## src/design/fbo_params.svh

```systemverilog
// Constants for the fieldbus option configuration and status block
`ifndef FBO_PARAMS_SVH
`define FBO_PARAMS_SVH
// Register byte offsets
`define FBO_REG_CFG      12'h000
`define FBO_REG_STAT     12'h004
`define FBO_REG_COMM     12'h008
`define FBO_REG_DIO      12'h00c
`define FBO_REG_ASSIGN   12'h010
`define FBO_REG_DIN      12'h014
`define FBO_REG_IRQ      12'h018
`define FBO_REG_MASK     12'h01c
`define FBO_REG_SIZE     12'h020
// Configuration fields: node[6:0] legacy[8] fmt[10:9] order[12:11] slots-1[14:13]
`define FBO_NODE_LSB     0
`define FBO_NODE_MAX     7'h63
`define FBO_NODE_RST     7'h63
`define FBO_LEGACY_BIT   8
`define FBO_FMT_LSB      9
`define FBO_ORD_LSB      11
`define FBO_SLOT_LSB     13
`define FBO_SLOT_RST     2'h0
// Status fields: mode[1:0], then one bit each
`define FBO_ST_MODE_LSB  0
`define FBO_ST_MAJ       2
`define FBO_ST_MIN       3
`define FBO_ST_SELF      4
`define FBO_ST_NODE      5
`define FBO_ST_NET       6
`define FBO_ST_TEMP      7
`define FBO_ST_OWN       8
// Interrupt bits
`define FBO_IRQ_SLOTCLR  0
`define FBO_IRQ_FAILOVER 1
`define FBO_IRQ_OWNED    2
`define FBO_IRQ_FAULT    3
// Words per slot, plus fixed reserved input words
`define FBO_INT_IN_WORDS  5'h02
`define FBO_INT_OUT_WORDS 5'h02
`define FBO_FLT_IN_WORDS  5'h04
`define FBO_FLT_OUT_WORDS 5'h03
`define FBO_RSV_IN_WORDS  5'h02
// Flash divider: half period of about 0.5 s at 200 MHz
`define FBO_CLK_HZ       200000000
`define FBO_FLASH_HALF_S_MS 500
`endif

```

## src/design/fbo_pkg.sv

```systemverilog
// Types for the fieldbus option configuration and status block
package fbo_pkg;
  typedef enum logic [1:0] {
    FBO_FMT_INT = 2'b00, FBO_FMT_DIV = 2'b01, FBO_FMT_FLT = 2'b10
  } fbo_fmt_t;
  typedef enum logic [1:0] {
    FBO_ORD_STD = 2'b00, FBO_ORD_BYTE = 2'b01, FBO_ORD_WORD = 2'b10, FBO_ORD_DWORD = 2'b11
  } fbo_ord_t;
  // LED pattern code; fbo_rg maps it to bit1 red, bit0 green
  typedef enum logic [2:0] {
    FBO_LED_OFF = 3'b000, FBO_LED_GRN = 3'b001, FBO_LED_GRN_FL = 3'b010,
    FBO_LED_RED = 3'b011, FBO_LED_RED_FL = 3'b100, FBO_LED_ALT = 3'b101,
    FBO_LED_RG_FL = 3'b110
  } fbo_led_t;
  typedef enum logic [1:0] {
    FBO_MOD_UNINIT = 2'b00, FBO_MOD_CONN = 2'b01, FBO_MOD_RUN = 2'b10
  } fbo_mod_t;
endpackage

```

## src/design/fbo_led_if.sv

```systemverilog
// Interface carrying LED patterns to the LED driver
`timescale 1ns/1ps
interface fbo_led_if;
  fbo_pkg::fbo_led_t mod_pat;
  fbo_pkg::fbo_led_t cha_pat;
  fbo_pkg::fbo_led_t chb_pat;
  logic              owned;
  logic              tick;
  logic [7:0]        drive;
  modport src (output mod_pat, cha_pat, chb_pat, owned, input tick, drive);
  modport drv (input mod_pat, cha_pat, chb_pat, owned, output tick, drive);
endinterface

```

## src/design/fbo_led_drv.sv

```systemverilog
// LED pattern driver with common flash divider
`timescale 1ns/1ps
`include "fbo_params.svh"
module fbo_led_drv #(
  parameter int HALF_CYCLES = (`FBO_CLK_HZ / 1000) * `FBO_FLASH_HALF_S_MS
) (
  input wire logic clk,
  input wire logic sys_rst,
  fbo_led_if.drv   led
);
  typedef struct packed {
    logic [31:0] cnt;
    logic        phase;
    logic [7:0]  drive;
  } fbo_drv_st_t;
  fbo_drv_st_t st;
  fbo_drv_st_t next_st;

  // Pattern to red/green pair
  function automatic logic [1:0] fbo_rg(input fbo_pkg::fbo_led_t p, input logic ph);
    case (p)
      fbo_pkg::FBO_LED_GRN:    fbo_rg = 2'b01;
      fbo_pkg::FBO_LED_GRN_FL: fbo_rg = {1'b0, ph};
      fbo_pkg::FBO_LED_RED:    fbo_rg = 2'b10;
      fbo_pkg::FBO_LED_RED_FL: fbo_rg = {ph, 1'b0};
      fbo_pkg::FBO_LED_ALT:    fbo_rg = {ph, ~ph};
      fbo_pkg::FBO_LED_RG_FL:  fbo_rg = {ph, ph};
      default:                 fbo_rg = 2'b00;
    endcase
  endfunction

  // Free-running divider shared by all flashing LEDs
  always_comb begin
    next_st = st;
    if (st.cnt >= HALF_CYCLES - 1) begin // [RQ16]
      next_st.cnt   = 32'h0;
      next_st.phase = ~st.phase;
    end else begin
      next_st.cnt = st.cnt + 32'h1;
    end
    next_st.drive = {fbo_rg(led.mod_pat, st.phase), fbo_rg(led.cha_pat, st.phase),
                     fbo_rg(led.chb_pat, st.phase), 1'b0, led.owned}; // [RQ10] [RQ14]
  end

  always_ff @(posedge clk or posedge sys_rst) begin
    if (sys_rst) begin
      st <= '0;
    end else begin
      st <= next_st;
    end
  end

  assign led.drive = st.drive;
  assign led.tick  = (st.cnt == 32'h0);

  chk_flash_toggle: assert property (@(posedge clk) disable iff (sys_rst) // [RQ16]
    (st.cnt == HALF_CYCLES - 1) |=> (st.phase != $past(st.phase)))
    else $error("flash phase did not toggle");
endmodule

```

## src/design/fbo_dio_gate.sv

```systemverilog
// Discrete I/O sampling and output ownership gate
`timescale 1ns/1ps
module fbo_dio_gate #(
  parameter int N = 8
) (
  input wire logic         clk,
  input wire logic         sys_rst,
  input wire logic         upd,
  input wire logic [N-1:0] din_pin,
  input wire logic [N-1:0] plc_out,
  input wire logic [N-1:0] local_out,
  input wire logic [N-1:0] assigned,
  output logic     [N-1:0] din_img,
  output logic     [N-1:0] dout_pin
);
  typedef struct packed {
    logic [N-1:0] din;
    logic [N-1:0] dout;
  } fbo_dio_st_t;
  fbo_dio_st_t st;
  fbo_dio_st_t next_st;

  // Update only at the interface update instants
  always_comb begin
    next_st = st;
    if (upd) begin // [RQ1]
      next_st.din  = din_pin;
      next_st.dout = (assigned & local_out) | (~assigned & plc_out); // [RQ2]
    end
  end

  always_ff @(posedge clk or posedge sys_rst) begin
    if (sys_rst) begin
      st <= '0;
    end else begin
      st <= next_st;
    end
  end

  assign din_img  = st.din;
  assign dout_pin = st.dout;

  chk_dout_hold: assert property (@(posedge clk) disable iff (sys_rst) // [RQ1]
    !upd |=> $stable(st.dout))
    else $error("output changed outside update");
  chk_local_own: assert property (@(posedge clk) disable iff (sys_rst) // [RQ2]
    upd |=> ((st.dout & $past(assigned)) == ($past(local_out) & $past(assigned))))
    else $error("assigned output taken by controller");
endmodule

```

## src/design/fbo_top.sv

```systemverilog
// Fieldbus option configuration, discrete I/O gating and status LEDs
`timescale 1ns/1ps
`include "fbo_params.svh"
// Notes on behaviour
// RQ1 - Discrete inputs and outputs update only at local interface update instants
// RQ2 - Controller drives an output only when no local function is assigned
// RQ3 - Channel A is normal; channel B used when A has no signal
// RQ4 - Node address 0 to 99, default 99
// RQ5 - Normal or legacy byte arrangement mode for discrete data
// RQ6 - Integer, divisions or float format; format change clears message slots
// RQ7 - Byte order standard, byte, word or double-word swap; word swap default
// RQ8 - One to four slots set cyclic input and output image size
// RQ9 - Board presence caught at startup enables fieldbus configuration
// RQ10 - Four LEDs: module, channel A, channel B, ownership
// RQ11 - Module LED: run green, connecting flash green, faults red, uninit off
// RQ12 - Both channel LEDs: major red, self test alternating, node error flash
// RQ13 - Channel LED: normal green, temporary flash green, media flash red
// RQ14 - Ownership LED off until a connection is opened, then green
// RQ15 - Per slot two in and two out words; float four in three out
// RQ16 - All flashing driven from one free-running divider of about one hertz
module fbo_top #(
  parameter int DIO_N       = 8,
  parameter int FLASH_HALF  = (`FBO_CLK_HZ / 1000) * `FBO_FLASH_HALF_S_MS
) (
  input  wire logic             clk,
  input  wire logic             sys_rst,
  input  wire logic             psel,
  input  wire logic             penable,
  input  wire logic             pwrite,
  input  wire logic [11:0]      paddr,
  input  wire logic [31:0]      pwdata,
  output logic      [31:0]      prdata,
  output logic                  pready,
  output logic                  pslverr,
  input  wire logic             board_present,
  input  wire logic             upd_tick,
  input  wire logic             sig_a,
  input  wire logic             sig_b,
  input  wire logic [DIO_N-1:0] din_pin,
  input  wire logic [DIO_N-1:0] plc_out,
  input  wire logic [DIO_N-1:0] local_out,
  output logic      [DIO_N-1:0] dout_pin,
  output logic      [DIO_N-1:0] din_to_plc,
  output logic                  use_chan_b,
  output logic      [7:0]       led,
  output logic                  irq
);
  // ---------------------------------------------------------------
  // State
  // ---------------------------------------------------------------
  typedef struct packed {
    logic [31:0]      prdata;
    logic             pready;
    logic             pslverr;
    logic             init;
    logic             present;
    logic [6:0]       node;
    logic             legacy;
    fbo_pkg::fbo_fmt_t fmt;
    fbo_pkg::fbo_ord_t ord;
    logic [1:0]       slots;
    logic             slots_valid;
    fbo_pkg::fbo_mod_t mstate;
    logic             maj_fault;
    logic             min_fault;
    logic             self_test;
    logic             node_err;
    logic             net_err;
    logic             temp_err;
    logic             owned;
    logic [DIO_N-1:0] assign_map;
    logic [DIO_N-1:0] plc_dout;
    logic [3:0]       irq_stat;
    logic [3:0]       irq_mask;
    logic             irq;
    logic             use_b;
  } fbo_st_t;
  fbo_st_t st;
  fbo_st_t next_st;

  fbo_led_if led_bus ();
  logic [DIO_N-1:0] din_img;

  // Image size in words for the chosen format and slot count
  function automatic logic [4:0] fbo_in_words(input fbo_pkg::fbo_fmt_t f, input logic [1:0] s);
    logic [4:0] per;
    per = (f == fbo_pkg::FBO_FMT_FLT) ? `FBO_FLT_IN_WORDS : `FBO_INT_IN_WORDS;
    fbo_in_words = 5'(`FBO_RSV_IN_WORDS + per * ({3'h0, s} + 5'h01)); // [RQ15]
  endfunction
  function automatic logic [4:0] fbo_out_words(input fbo_pkg::fbo_fmt_t f, input logic [1:0] s);
    logic [4:0] per;
    per = (f == fbo_pkg::FBO_FMT_FLT) ? `FBO_FLT_OUT_WORDS : `FBO_INT_OUT_WORDS;
    fbo_out_words = 5'(per * ({3'h0, s} + 5'h01)); // [RQ8] [RQ15]
    if (f == fbo_pkg::FBO_FMT_FLT) begin
      fbo_out_words = 5'(fbo_out_words + 5'h01); // Leading reserved word
    end
  endfunction

  // ---------------------------------------------------------------
  // Next-state logic
  // ---------------------------------------------------------------
  always_comb begin
    logic wr;
    logic rd;
    logic [31:0] rv;
    logic [3:0]  ev;
    fbo_pkg::fbo_fmt_t nf;
    wr = 1'b0;
    rd = 1'b0;
    rv = 32'h0;
    ev = 4'h0;
    nf = st.fmt;
    next_st = st;
    next_st.pready  = 1'b0;
    next_st.pslverr = 1'b0;

    // Catch board presence once after reset release
    if (!st.init) begin // [RQ9]
      next_st.init    = 1'b1;
      next_st.present = board_present;
    end

    // APB access: answer one cycle after access phase begins
    if (psel && penable && !st.pready) begin
      wr = pwrite;
      rd = !pwrite;
      next_st.pready = 1'b1;
    end

    // Register read mux
    case (paddr)
      `FBO_REG_CFG:    rv = {17'h0, st.slots, st.ord, st.fmt, st.legacy, 1'b0, st.node};
      `FBO_REG_STAT:   rv = {21'h0, st.slots_valid, st.use_b, st.owned, st.temp_err,
                             st.net_err, st.node_err, st.self_test, st.min_fault,
                             st.maj_fault, st.mstate};
      `FBO_REG_COMM:   rv = {31'h0, st.present};
      `FBO_REG_DIO:    rv = 32'(st.plc_dout);
      `FBO_REG_ASSIGN: rv = 32'(st.assign_map);
      `FBO_REG_DIN:    rv = 32'(din_img);
      `FBO_REG_IRQ:    rv = {28'h0, st.irq_stat};
      `FBO_REG_MASK:   rv = {28'h0, st.irq_mask};
      `FBO_REG_SIZE:   rv = {19'h0, fbo_out_words(st.fmt, st.slots), 3'h0,
                             fbo_in_words(st.fmt, st.slots)};
      default: begin
        rv = 32'h0;
        if (psel && penable && !st.pready) begin
          next_st.pslverr = 1'b1;
        end
      end
    endcase
    if (rd) begin
      next_st.prdata = rv;
    end

    // Register writes; fieldbus setup only when the board is present
    if (wr) begin
      case (paddr)
        `FBO_REG_CFG: begin
          if (st.present) begin // [RQ9]
            if (pwdata[`FBO_NODE_LSB +: 7] <= `FBO_NODE_MAX) begin // [RQ4]
              next_st.node = pwdata[`FBO_NODE_LSB +: 7];
            end
            next_st.legacy = pwdata[`FBO_LEGACY_BIT]; // [RQ5]
            next_st.ord = fbo_pkg::fbo_ord_t'(pwdata[`FBO_ORD_LSB +: 2]); // [RQ7]
            nf = fbo_pkg::fbo_fmt_t'(pwdata[`FBO_FMT_LSB +: 2]);
            if (nf != fbo_pkg::FBO_FMT_INT && nf != fbo_pkg::FBO_FMT_DIV &&
                nf != fbo_pkg::FBO_FMT_FLT) begin
              nf = st.fmt;
            end
            next_st.fmt = nf;
            if (nf != st.fmt) begin // [RQ6]
              next_st.slots       = `FBO_SLOT_RST;
              next_st.slots_valid = 1'b0;
              ev[`FBO_IRQ_SLOTCLR] = 1'b1;
            end else begin
              next_st.slots       = pwdata[`FBO_SLOT_LSB +: 2]; // [RQ8]
              next_st.slots_valid = 1'b1;
            end
          end else begin
            next_st.pslverr = 1'b1;
          end
        end
        `FBO_REG_STAT: begin
          next_st.mstate    = fbo_pkg::fbo_mod_t'(pwdata[`FBO_ST_MODE_LSB +: 2]);
          next_st.maj_fault = pwdata[`FBO_ST_MAJ];
          next_st.min_fault = pwdata[`FBO_ST_MIN];
          next_st.self_test = pwdata[`FBO_ST_SELF];
          next_st.node_err  = pwdata[`FBO_ST_NODE];
          next_st.net_err   = pwdata[`FBO_ST_NET];
          next_st.temp_err  = pwdata[`FBO_ST_TEMP];
          next_st.owned     = pwdata[`FBO_ST_OWN];
          if (pwdata[`FBO_ST_OWN] && !st.owned) begin
            ev[`FBO_IRQ_OWNED] = 1'b1;
          end
          if (pwdata[`FBO_ST_MAJ] && !st.maj_fault) begin
            ev[`FBO_IRQ_FAULT] = 1'b1;
          end
        end
        `FBO_REG_DIO:    next_st.plc_dout   = pwdata[DIO_N-1:0];
        `FBO_REG_ASSIGN: next_st.assign_map = pwdata[DIO_N-1:0];
        `FBO_REG_MASK:   next_st.irq_mask   = pwdata[3:0];
        default: begin
        end
      endcase
    end

    // Channel selection: A normal, B when A has no signal and B has one
    next_st.use_b = !sig_a && sig_b; // [RQ3]
    if (next_st.use_b && !st.use_b) begin
      ev[`FBO_IRQ_FAILOVER] = 1'b1;
    end

    // Sticky status: write one clears, new event wins
    if (wr && paddr == `FBO_REG_IRQ) begin
      next_st.irq_stat = st.irq_stat & ~pwdata[3:0];
    end
    next_st.irq_stat = next_st.irq_stat | ev;
    next_st.irq = |(next_st.irq_stat & next_st.irq_mask);
  end

  // ---------------------------------------------------------------
  // State register
  // ---------------------------------------------------------------
  always_ff @(posedge clk or posedge sys_rst) begin
    if (sys_rst) begin
      st        <= '0;
      st.node   <= `FBO_NODE_RST; // [RQ4]
      st.ord    <= fbo_pkg::FBO_ORD_WORD; // [RQ7]
      st.fmt    <= fbo_pkg::FBO_FMT_INT; // [RQ6]
      st.slots  <= `FBO_SLOT_RST;
      st.slots_valid <= 1'b1;
    end else begin
      st <= next_st;
    end
  end

  // ---------------------------------------------------------------
  // LED pattern selection
  // ---------------------------------------------------------------
  always_comb begin
    if (st.maj_fault) begin // [RQ11]
      led_bus.mod_pat = fbo_pkg::FBO_LED_RED;
    end else if (st.min_fault) begin
      led_bus.mod_pat = fbo_pkg::FBO_LED_RED_FL;
    end else if (st.mstate == fbo_pkg::FBO_MOD_RUN) begin
      led_bus.mod_pat = fbo_pkg::FBO_LED_GRN;
    end else if (st.mstate == fbo_pkg::FBO_MOD_CONN) begin
      led_bus.mod_pat = fbo_pkg::FBO_LED_GRN_FL;
    end else begin
      led_bus.mod_pat = fbo_pkg::FBO_LED_OFF;
    end
    // Shared channel patterns take priority over per-channel ones
    if (!st.present) begin // [RQ12]
      led_bus.cha_pat = fbo_pkg::FBO_LED_OFF;
    end else if (st.maj_fault) begin
      led_bus.cha_pat = fbo_pkg::FBO_LED_RED;
    end else if (st.self_test) begin
      led_bus.cha_pat = fbo_pkg::FBO_LED_ALT;
    end else if (st.node_err) begin
      led_bus.cha_pat = fbo_pkg::FBO_LED_RED_FL;
    end else if (st.net_err) begin // [RQ13]
      led_bus.cha_pat = fbo_pkg::FBO_LED_RG_FL;
    end else if (st.temp_err) begin
      led_bus.cha_pat = fbo_pkg::FBO_LED_GRN_FL;
    end else begin
      led_bus.cha_pat = fbo_pkg::FBO_LED_GRN;
    end
    led_bus.chb_pat = led_bus.cha_pat;
    // Media fault per channel
    if (led_bus.cha_pat == fbo_pkg::FBO_LED_GRN && !sig_a) begin // [RQ13]
      led_bus.cha_pat = fbo_pkg::FBO_LED_RED_FL;
    end
    if (led_bus.chb_pat == fbo_pkg::FBO_LED_GRN && !sig_b) begin
      led_bus.chb_pat = fbo_pkg::FBO_LED_RED_FL;
    end
    led_bus.owned = st.owned; // [RQ14]
  end

  fbo_led_drv #(.HALF_CYCLES(FLASH_HALF)) u_led (
    .clk     (clk),
    .sys_rst (sys_rst),
    .led     (led_bus)
  );

  fbo_dio_gate #(.N(DIO_N)) u_dio (
    .clk       (clk),
    .sys_rst   (sys_rst),
    .upd       (upd_tick),
    .din_pin   (din_pin),
    .plc_out   (plc_out | st.plc_dout),
    .local_out (local_out),
    .assigned  (st.assign_map),
    .din_img   (din_img),
    .dout_pin  (dout_pin)
  );

  assign prdata     = st.prdata;
  assign pready     = st.pready;
  assign pslverr    = st.pslverr;
  assign irq        = st.irq;
  assign use_chan_b = st.use_b;
  assign led        = led_bus.drive;
  assign din_to_plc = din_img;

  chk_chan_select: assert property (@(posedge clk) disable iff (sys_rst) // [RQ3]
    sig_a |=> !use_chan_b)
    else $error("backup channel used while primary has signal");
  chk_node_range: assert property (@(posedge clk) disable iff (sys_rst) // [RQ4]
    st.node <= `FBO_NODE_MAX)
    else $error("node address out of range");
  chk_fmt_clear: assert property (@(posedge clk) disable iff (sys_rst) // [RQ6]
    (st.fmt != $past(st.fmt)) |-> (!st.slots_valid && st.irq_stat[`FBO_IRQ_SLOTCLR]))
    else $error("format change kept message slots");
  chk_absent_cfg: assert property (@(posedge clk) disable iff (sys_rst) // [RQ9]
    (st.init && !st.present) |=> $stable(st.node) && $stable(st.fmt))
    else $error("configuration changed without board");
  chk_own_led: assert property (@(posedge clk) disable iff (sys_rst) // [RQ14]
    !st.owned [*2] |=> !led[0])
    else $error("ownership led lit without connection");
  chk_mod_off: assert property (@(posedge clk) disable iff (sys_rst) // [RQ11]
    (st.mstate == fbo_pkg::FBO_MOD_UNINIT && !st.maj_fault && !st.min_fault) [*2]
      |=> led[7:6] == 2'b00)
    else $error("module led lit while not initialized");
  chk_size_int: assert property (@(posedge clk) disable iff (sys_rst) // [RQ8]
    (st.fmt == fbo_pkg::FBO_FMT_INT && st.slots == 2'h3) |->
      fbo_in_words(st.fmt, st.slots) == 5'h0a)
    else $error("input image size wrong");
  chk_mod_red: assert property (@(posedge clk) disable iff (sys_rst) // [RQ11]
    st.maj_fault [*2] |=> led[7:6] == 2'b10)
    else $error("module led not red on major fault");
endmodule

```

## config.mk

```make
export PLATFORM = sky130hd
export DESIGN_NAME = fbo_top
export DESIGN_NICKNAME = d
export VERILOG_FILES = /design/src/design/fbo_pkg.sv /design/src/design/fbo_led_if.sv /design/src/design/fbo_led_drv.sv /design/src/design/fbo_dio_gate.sv /design/src/design/fbo_top.sv
export VERILOG_INCLUDE_DIRS = /design/src /design/src/design
export SDC_FILE = /design/constraint.sdc
export NUM_CORES = 1
export LEC_CHECK = 0
export ABC_AREA = 1
export ABC_CLOCK_PERIOD_IN_PS = 2900
export BUFFER_PORTS_ARGS = -buffer_cell sky130_fd_sc_hd__buf_2
export CORE_UTILIZATION = 49
export CTS_BUF_LIST = sky130_fd_sc_hd__clkbuf_16
export CTS_CLUSTER_SIZE = 12
export DETAILED_ROUTE_END_ITERATION = 12
export PLACE_DENSITY = 0.8
export SYNTH_ARGS = -nofsm -noshare
export SYNTH_HDL_FRONTEND = slang
export SYNTH_HIERARCHICAL = 1
export SYNTH_SLANG_ARGS = --single-unit
export TNS_END_PERCENT = 10
```

## constraint.sdc

```tcl
create_clock -name clk -period 2.9 [get_ports clk]
set_input_delay 0.58 -clock clk [delete_from_list [all_inputs] [get_ports clk]]
set_output_delay 0.58 -clock clk [all_outputs]
set_load 0.005 [all_outputs]
```

After elaboration in Yosys (flattened, before gate mapping)
Cells that the tools add are included.
{"block": "word_totals", "ff_bits": 142, "latchBits": 0, "mem_bits_rw": 0, "mem_bits_ro": 0, "out_inout_bits": 60, "elab_cells": 152, "mem_count": 0}
{"block": "classes", "add_sub_neg": 4, "mul": 2, "div_mod_pow": 0, "magnitude_cmp": 2, "n_eq_ne": 33, "shift": 0, "mux": 44, "bitwise": 10, "reduce_logical": 27}
{"op": "$pmux W15 S9", "count": 1}
{"op": "$eq A12 B5 Y1 const B", "count": 4}
{"op": "$pmux W2 S6", "count": 3}
{"op": "$mux W3", "count": 11}
{"op": "$add A32 B1 Y32 const B", "count": 1}
{"op": "$ge A32 B27 Y1 const B", "count": 1}
{"op": "$mux W32", "count": 1}
{"op": "$eq A3 B3 Y1 const B", "count": 9}
{"op": "$eq A12 B4 Y1 const B", "count": 2}
{"op": "$eq A3 B2 Y1 const B", "count": 6}
{"op": "$mux W2", "count": 9}
{"op": "$and A8 B8 Y8", "count": 2}
{"op": "$or A8 B8 Y8", "count": 2}
{"op": "$mux W1", "count": 15}
{"op": "$eq A12 B3 Y1 const B", "count": 1}
{"op": "$eq A12 B6 Y1 const B", "count": 1}
{"op": "$eq A3 B1 Y1 const B", "count": 4}
{"op": "$logic_not A12 Y1", "count": 1}
{"op": "$mux W4", "count": 3}
{"op": "$logic_and A1 B1 Y1", "count": 11}
{"op": "$reduce_or A9 Y1", "count": 1}
{"op": "$and A4 B4 Y4", "count": 2}
{"op": "$not A8 Y8", "count": 1}
{"op": "$le A7 B7 Y1 const B", "count": 1}
{"op": "20 further kinds", "count": 29}

Longest topological paths before layout
{"block": "depth", "word_depth": 15, "depth_mapped": 15, "mapped_depth_nobuf": 15}

Modules after synthesis
The synthesis kept the hierarchy.
{"module": "fbo_top", "instances": 1, "cells_each": 566, "area_per_inst_um2": 4256.6, "seq_area_each_um2": 1734.2}
{"module": "fbo_led_drv", "instances": 1, "cells_each": 274, "area_per_inst_um2": 2130.8, "seq_area_each_um2": 1001.0}
{"module": "fbo_dio_gate", "instances": 1, "cells_each": 109, "area_per_inst_um2": 787.0, "seq_area_each_um2": 400.4}

Least setup slack after synthesis
OpenSTA, ideal clock, no wires.
{"block": "synth_path", "path_type": "reg2reg", "from": "register st[36] (netlist name)", "to": "register st, in the netlist prdata[12]", "setup_ns": 0.117, "t_arrival_ns": 1.870, "path_slack_ns": 0.914, "stages_incl_launch_ff": 13, "path_buffers": 0, "cell_sequence": "dfrtp_1 ha_1 inv_1 fa_1 xor2_1 nor2_1 nand2_1 inv_1 nand2_1 nand3_1 nand2_1 nand2_1 nand2_1"}
{"block": "synth_between", "elab_chain_cells": 5}
{"item": "start: declaration", "line": "fbo_top.sv:78", "rtl": "fbo_st_t st;"}
{"item": "start signal: assignment", "line": "fbo_top.sv:233", "rtl": "st <= next_st;"}
{"item": "$add A2 B1 Y3 (*)", "line": "fbo_top.sv:93", "rtl": "fbo_out_words = 5'(per * ({3'h0, s} + 5'h01));"}
{"item": "$mul A2 B5 Y5 (*)", "line": "fbo_top.sv:93"}
{"item": "$add A5 B1 Y5", "line": "fbo_top.sv:95", "rtl": "fbo_out_words = 5'(fbo_out_words + 5'h01);"}
{"item": "$mux W5 (*)", "line": "fbo_top.sv:94", "rtl": "if (f == fbo_pkg::FBO_FMT_FLT) begin"}
{"item": "$pmux W15 S9 (*)", "line": "fbo_top.sv:131", "rtl": "case (paddr)"}
Mark *: on every way between the ends. The rest lies on a longest branch, timed or not.
A chain may end at the register's enable or synchronous reset.

Worst setup path in the final report
Ends and elaborated chain as after synthesis.

==> metrics.csv <==
stage,metric,value,unit
pwr,Worst VDD drop,0.000388,V
sta,worst slew pin tran,0.759,ns
clock_tree,Num CTS Buffers,17,
clock_tree,Worst-path clk slew,0.06,ns
clock_tree,hold_buf cts,0,
status,outcome,"finished, final reports clean",
global_routing,grt total ovfl,0,
die,die footprint,15000,sq um
setup_path,CP required,3.22,ns
setup_path,R2R depth,12,
global_routing,initial antenna violation count,0,
flow_run,number of max-cap violations,0,
setup_path,R2R Setup Slk,0.68,ns
layout,share of layout cells above drive strength 1,20.2,%
global_routing,largest net degree at the start of global routing,41,
setup_path,Worst Setup End Kind,register,
sta,min Tclk post-route,2.22,ns
routing,drt first pass iters,5,
sta,Final WS setup,0.679,ns
sta,final setup vio count,0,
clock_tree,clk sink count,125,
placement,# port buffers,101,
sta,maximum clock rate,450,MHz
pwr,Design Power,4.22,mW
clock_tree,post-CTS sizing,0,
synth,synthesized area,7120,sq um
setup_path,CP Data Arrival Time,2.54,ns
sta,hold_ws,0.0737,ns
die,die extent in y,123,um
global_routing,GRT Resource Usage Total,23.9,%
die,row cnt,43,
global_routing,vias in the first global route,5550,
die,boundary pin count,137,
global_routing,first-pass GRT wire length,27200,um
sta,clk_skew,0.00712,ns
sta,Final Cycle Share,76.6,%
setup_path,crit start category,register,
synth,synthesis warning total,6,
routing,initial DRC count,463,
layout,area grow syn2layout,14.4,%
clock_tree,clock latency on the worst-skew pair,0.43,ns
die,die width,123,um
sta,Setup TNS,0,ns
routing,vias,6043,
placement,HPWL Detailed,12400,um
layout,NumNets Final,1113,
clock_tree,clk root buf,clkbuf_16,
pwr,leakage,4.25,nW
setup_path,Crit Path Class,reg -> reg,
die,Initial Util,50.7,%
die,Core Region,14000,sq um
hold_path,class of the worst hold path,in -> async,
clock_tree,CTS tree,done,
setup_path,reg-to-reg critical path startpoint,st[36],
sta,Fin. Hold Viols,0,
clock_tree,clk buf depth,2,
synth,synthesized area per cell,7.59,sq um
routing,DRC,0,
clock_tree,setup bufs post-CTS,0,
setup_path,R2R Path End,prdata[12],
synth,Mapped Cells,938,
placement,setup slack at placement,0.704,ns
sta,pins over their slew limit,0,
sta,Slew headroom,49.3,%
routing,via/cell ratio,4.95,
placement,GPL Wtd Cong,0.939,
routing,Total Routed Length,16400,um
layout,n_diodes,0,
clock_tree,number of H-tree levels,4,
routing,per-cell routed wire length,13.4,um
sta,RSZ-0062 raised after global routing,false,
pwr,pwr dens,518,nW/um^2
routing,Routed Antenna Nets,0,
setup_path,worst-path maximum fanout,6,
-- registers in the layout, indices dropped and copies added (netlist names), 7 cells and up --
signal	cells
st	49
u_led/led.drive	7
u_dio/dout_pin	8
u_dio/din_img	8
prdata	15
u_led/st	33
-- per-stage QoR --
stage               utilization, %  area, sq um  cells
floorplan                        -         7200    960
global placement              53.8         7550   1191
detailed placement            53.8         7550   1191
CTS                           58.0         8140   1222
global route                  58.0         8140   1222
finish                        58.0         8140   1222
-- critical path, cell delays in order (launching register included) --
cell and delay, ns:
dfrtp_1 0.43, ha_1 0.40, inv_1 0.11, fa_1 0.45, xor2_1 0.17, nor2_1 0.11
nand2_1 0.09, inv_1 0.07, nand2_1 0.05, nand3_1 0.07, nand2_1 0.05, nand2_1 0.05
nand2_1 0.04
-- per-layer routing --
| metal | up-vias | share of wire, % | global-route usage, % |
|---|---|---|---|
| met5 | - | 0 | 0 |
| met1 | 2764 | 46 | 33.2 |
| met4 | 0 | 1.7 | 8.38 |
| met2 | 206 | 45 | 36.7 |
| met3 | 26 | 7.1 | 5.20 |
| li1 | 3047 | - | - |
-- how the worst max path moves through the flow --
stage / startpoint / to / slack [ns] / cells after the start
2_1_floorplan: sys_rst / irq / 0.59 / 1
3_3_place_gp: paddr[11] / st[47] / 0.74 / 11
3_5_place_dp: paddr[11] / st[46] / 0.70 / 11
4_1_cts: st[40] / prdata[12] / 0.70 / 14
5_1_grt: st[36] / prdata[4] / 0.53 / 12
6_report: st[36] / prdata[12] / 0.68 / 12
-- cells in the final DEF, fill, tap and decap left out, types with 3 or more instances in the layout --
master      instances
o21ai_2             5
a21boi_0            3
nor2_1             81
nor3_1             11
nand2_1           325
clkinvlp_4          6
xnor2_1             3
nand3_2             3
inv_1             106
nand4_1            25
o31ai_1             4
buf_4               4
a21oi_1            10
xor2_1             12
conb_1             25
bufinv_16           3
or2_2               9
inv_2               8
buf_2             101
o21ai_1            23
clkbuf_16          17
nor2_4              8
nor2_2             14
o21ai_0            20
dfrtp_1           119
ha_1                5
nand3_1            46
nand2_4             3
inv_6               3
dfstp_2             6
nand2_2             8
-- power breakdown --
part / internal (mW) / total, mW / switching [mW] / leakage [nW]
registers: 1.79 / 1.82 / 0.0333 / 1.65
logic: 0.0931 / 0.261 / 0.168 / 2.32
clock network: 1.34 / 2.14 / 0.798 / 0.271
-- layout make-up --
| class | instances | area, sq um |
|---|---|---|
| Fill cell | 1283 | 5900 |
| Multi-Input combinational cell | 663 | 3180 |
| Sequential cell | 125 | 3140 |
| Timing Repair Buffer | 106 | 556 |
| Inverter | 117 | 449 |
| Clock buffer | 17 | 425 |
| Tap cell | 180 | 225 |
| Clock inverter | 14 | 170 |
No activity file was read; power rests on OpenSTA's default activity.
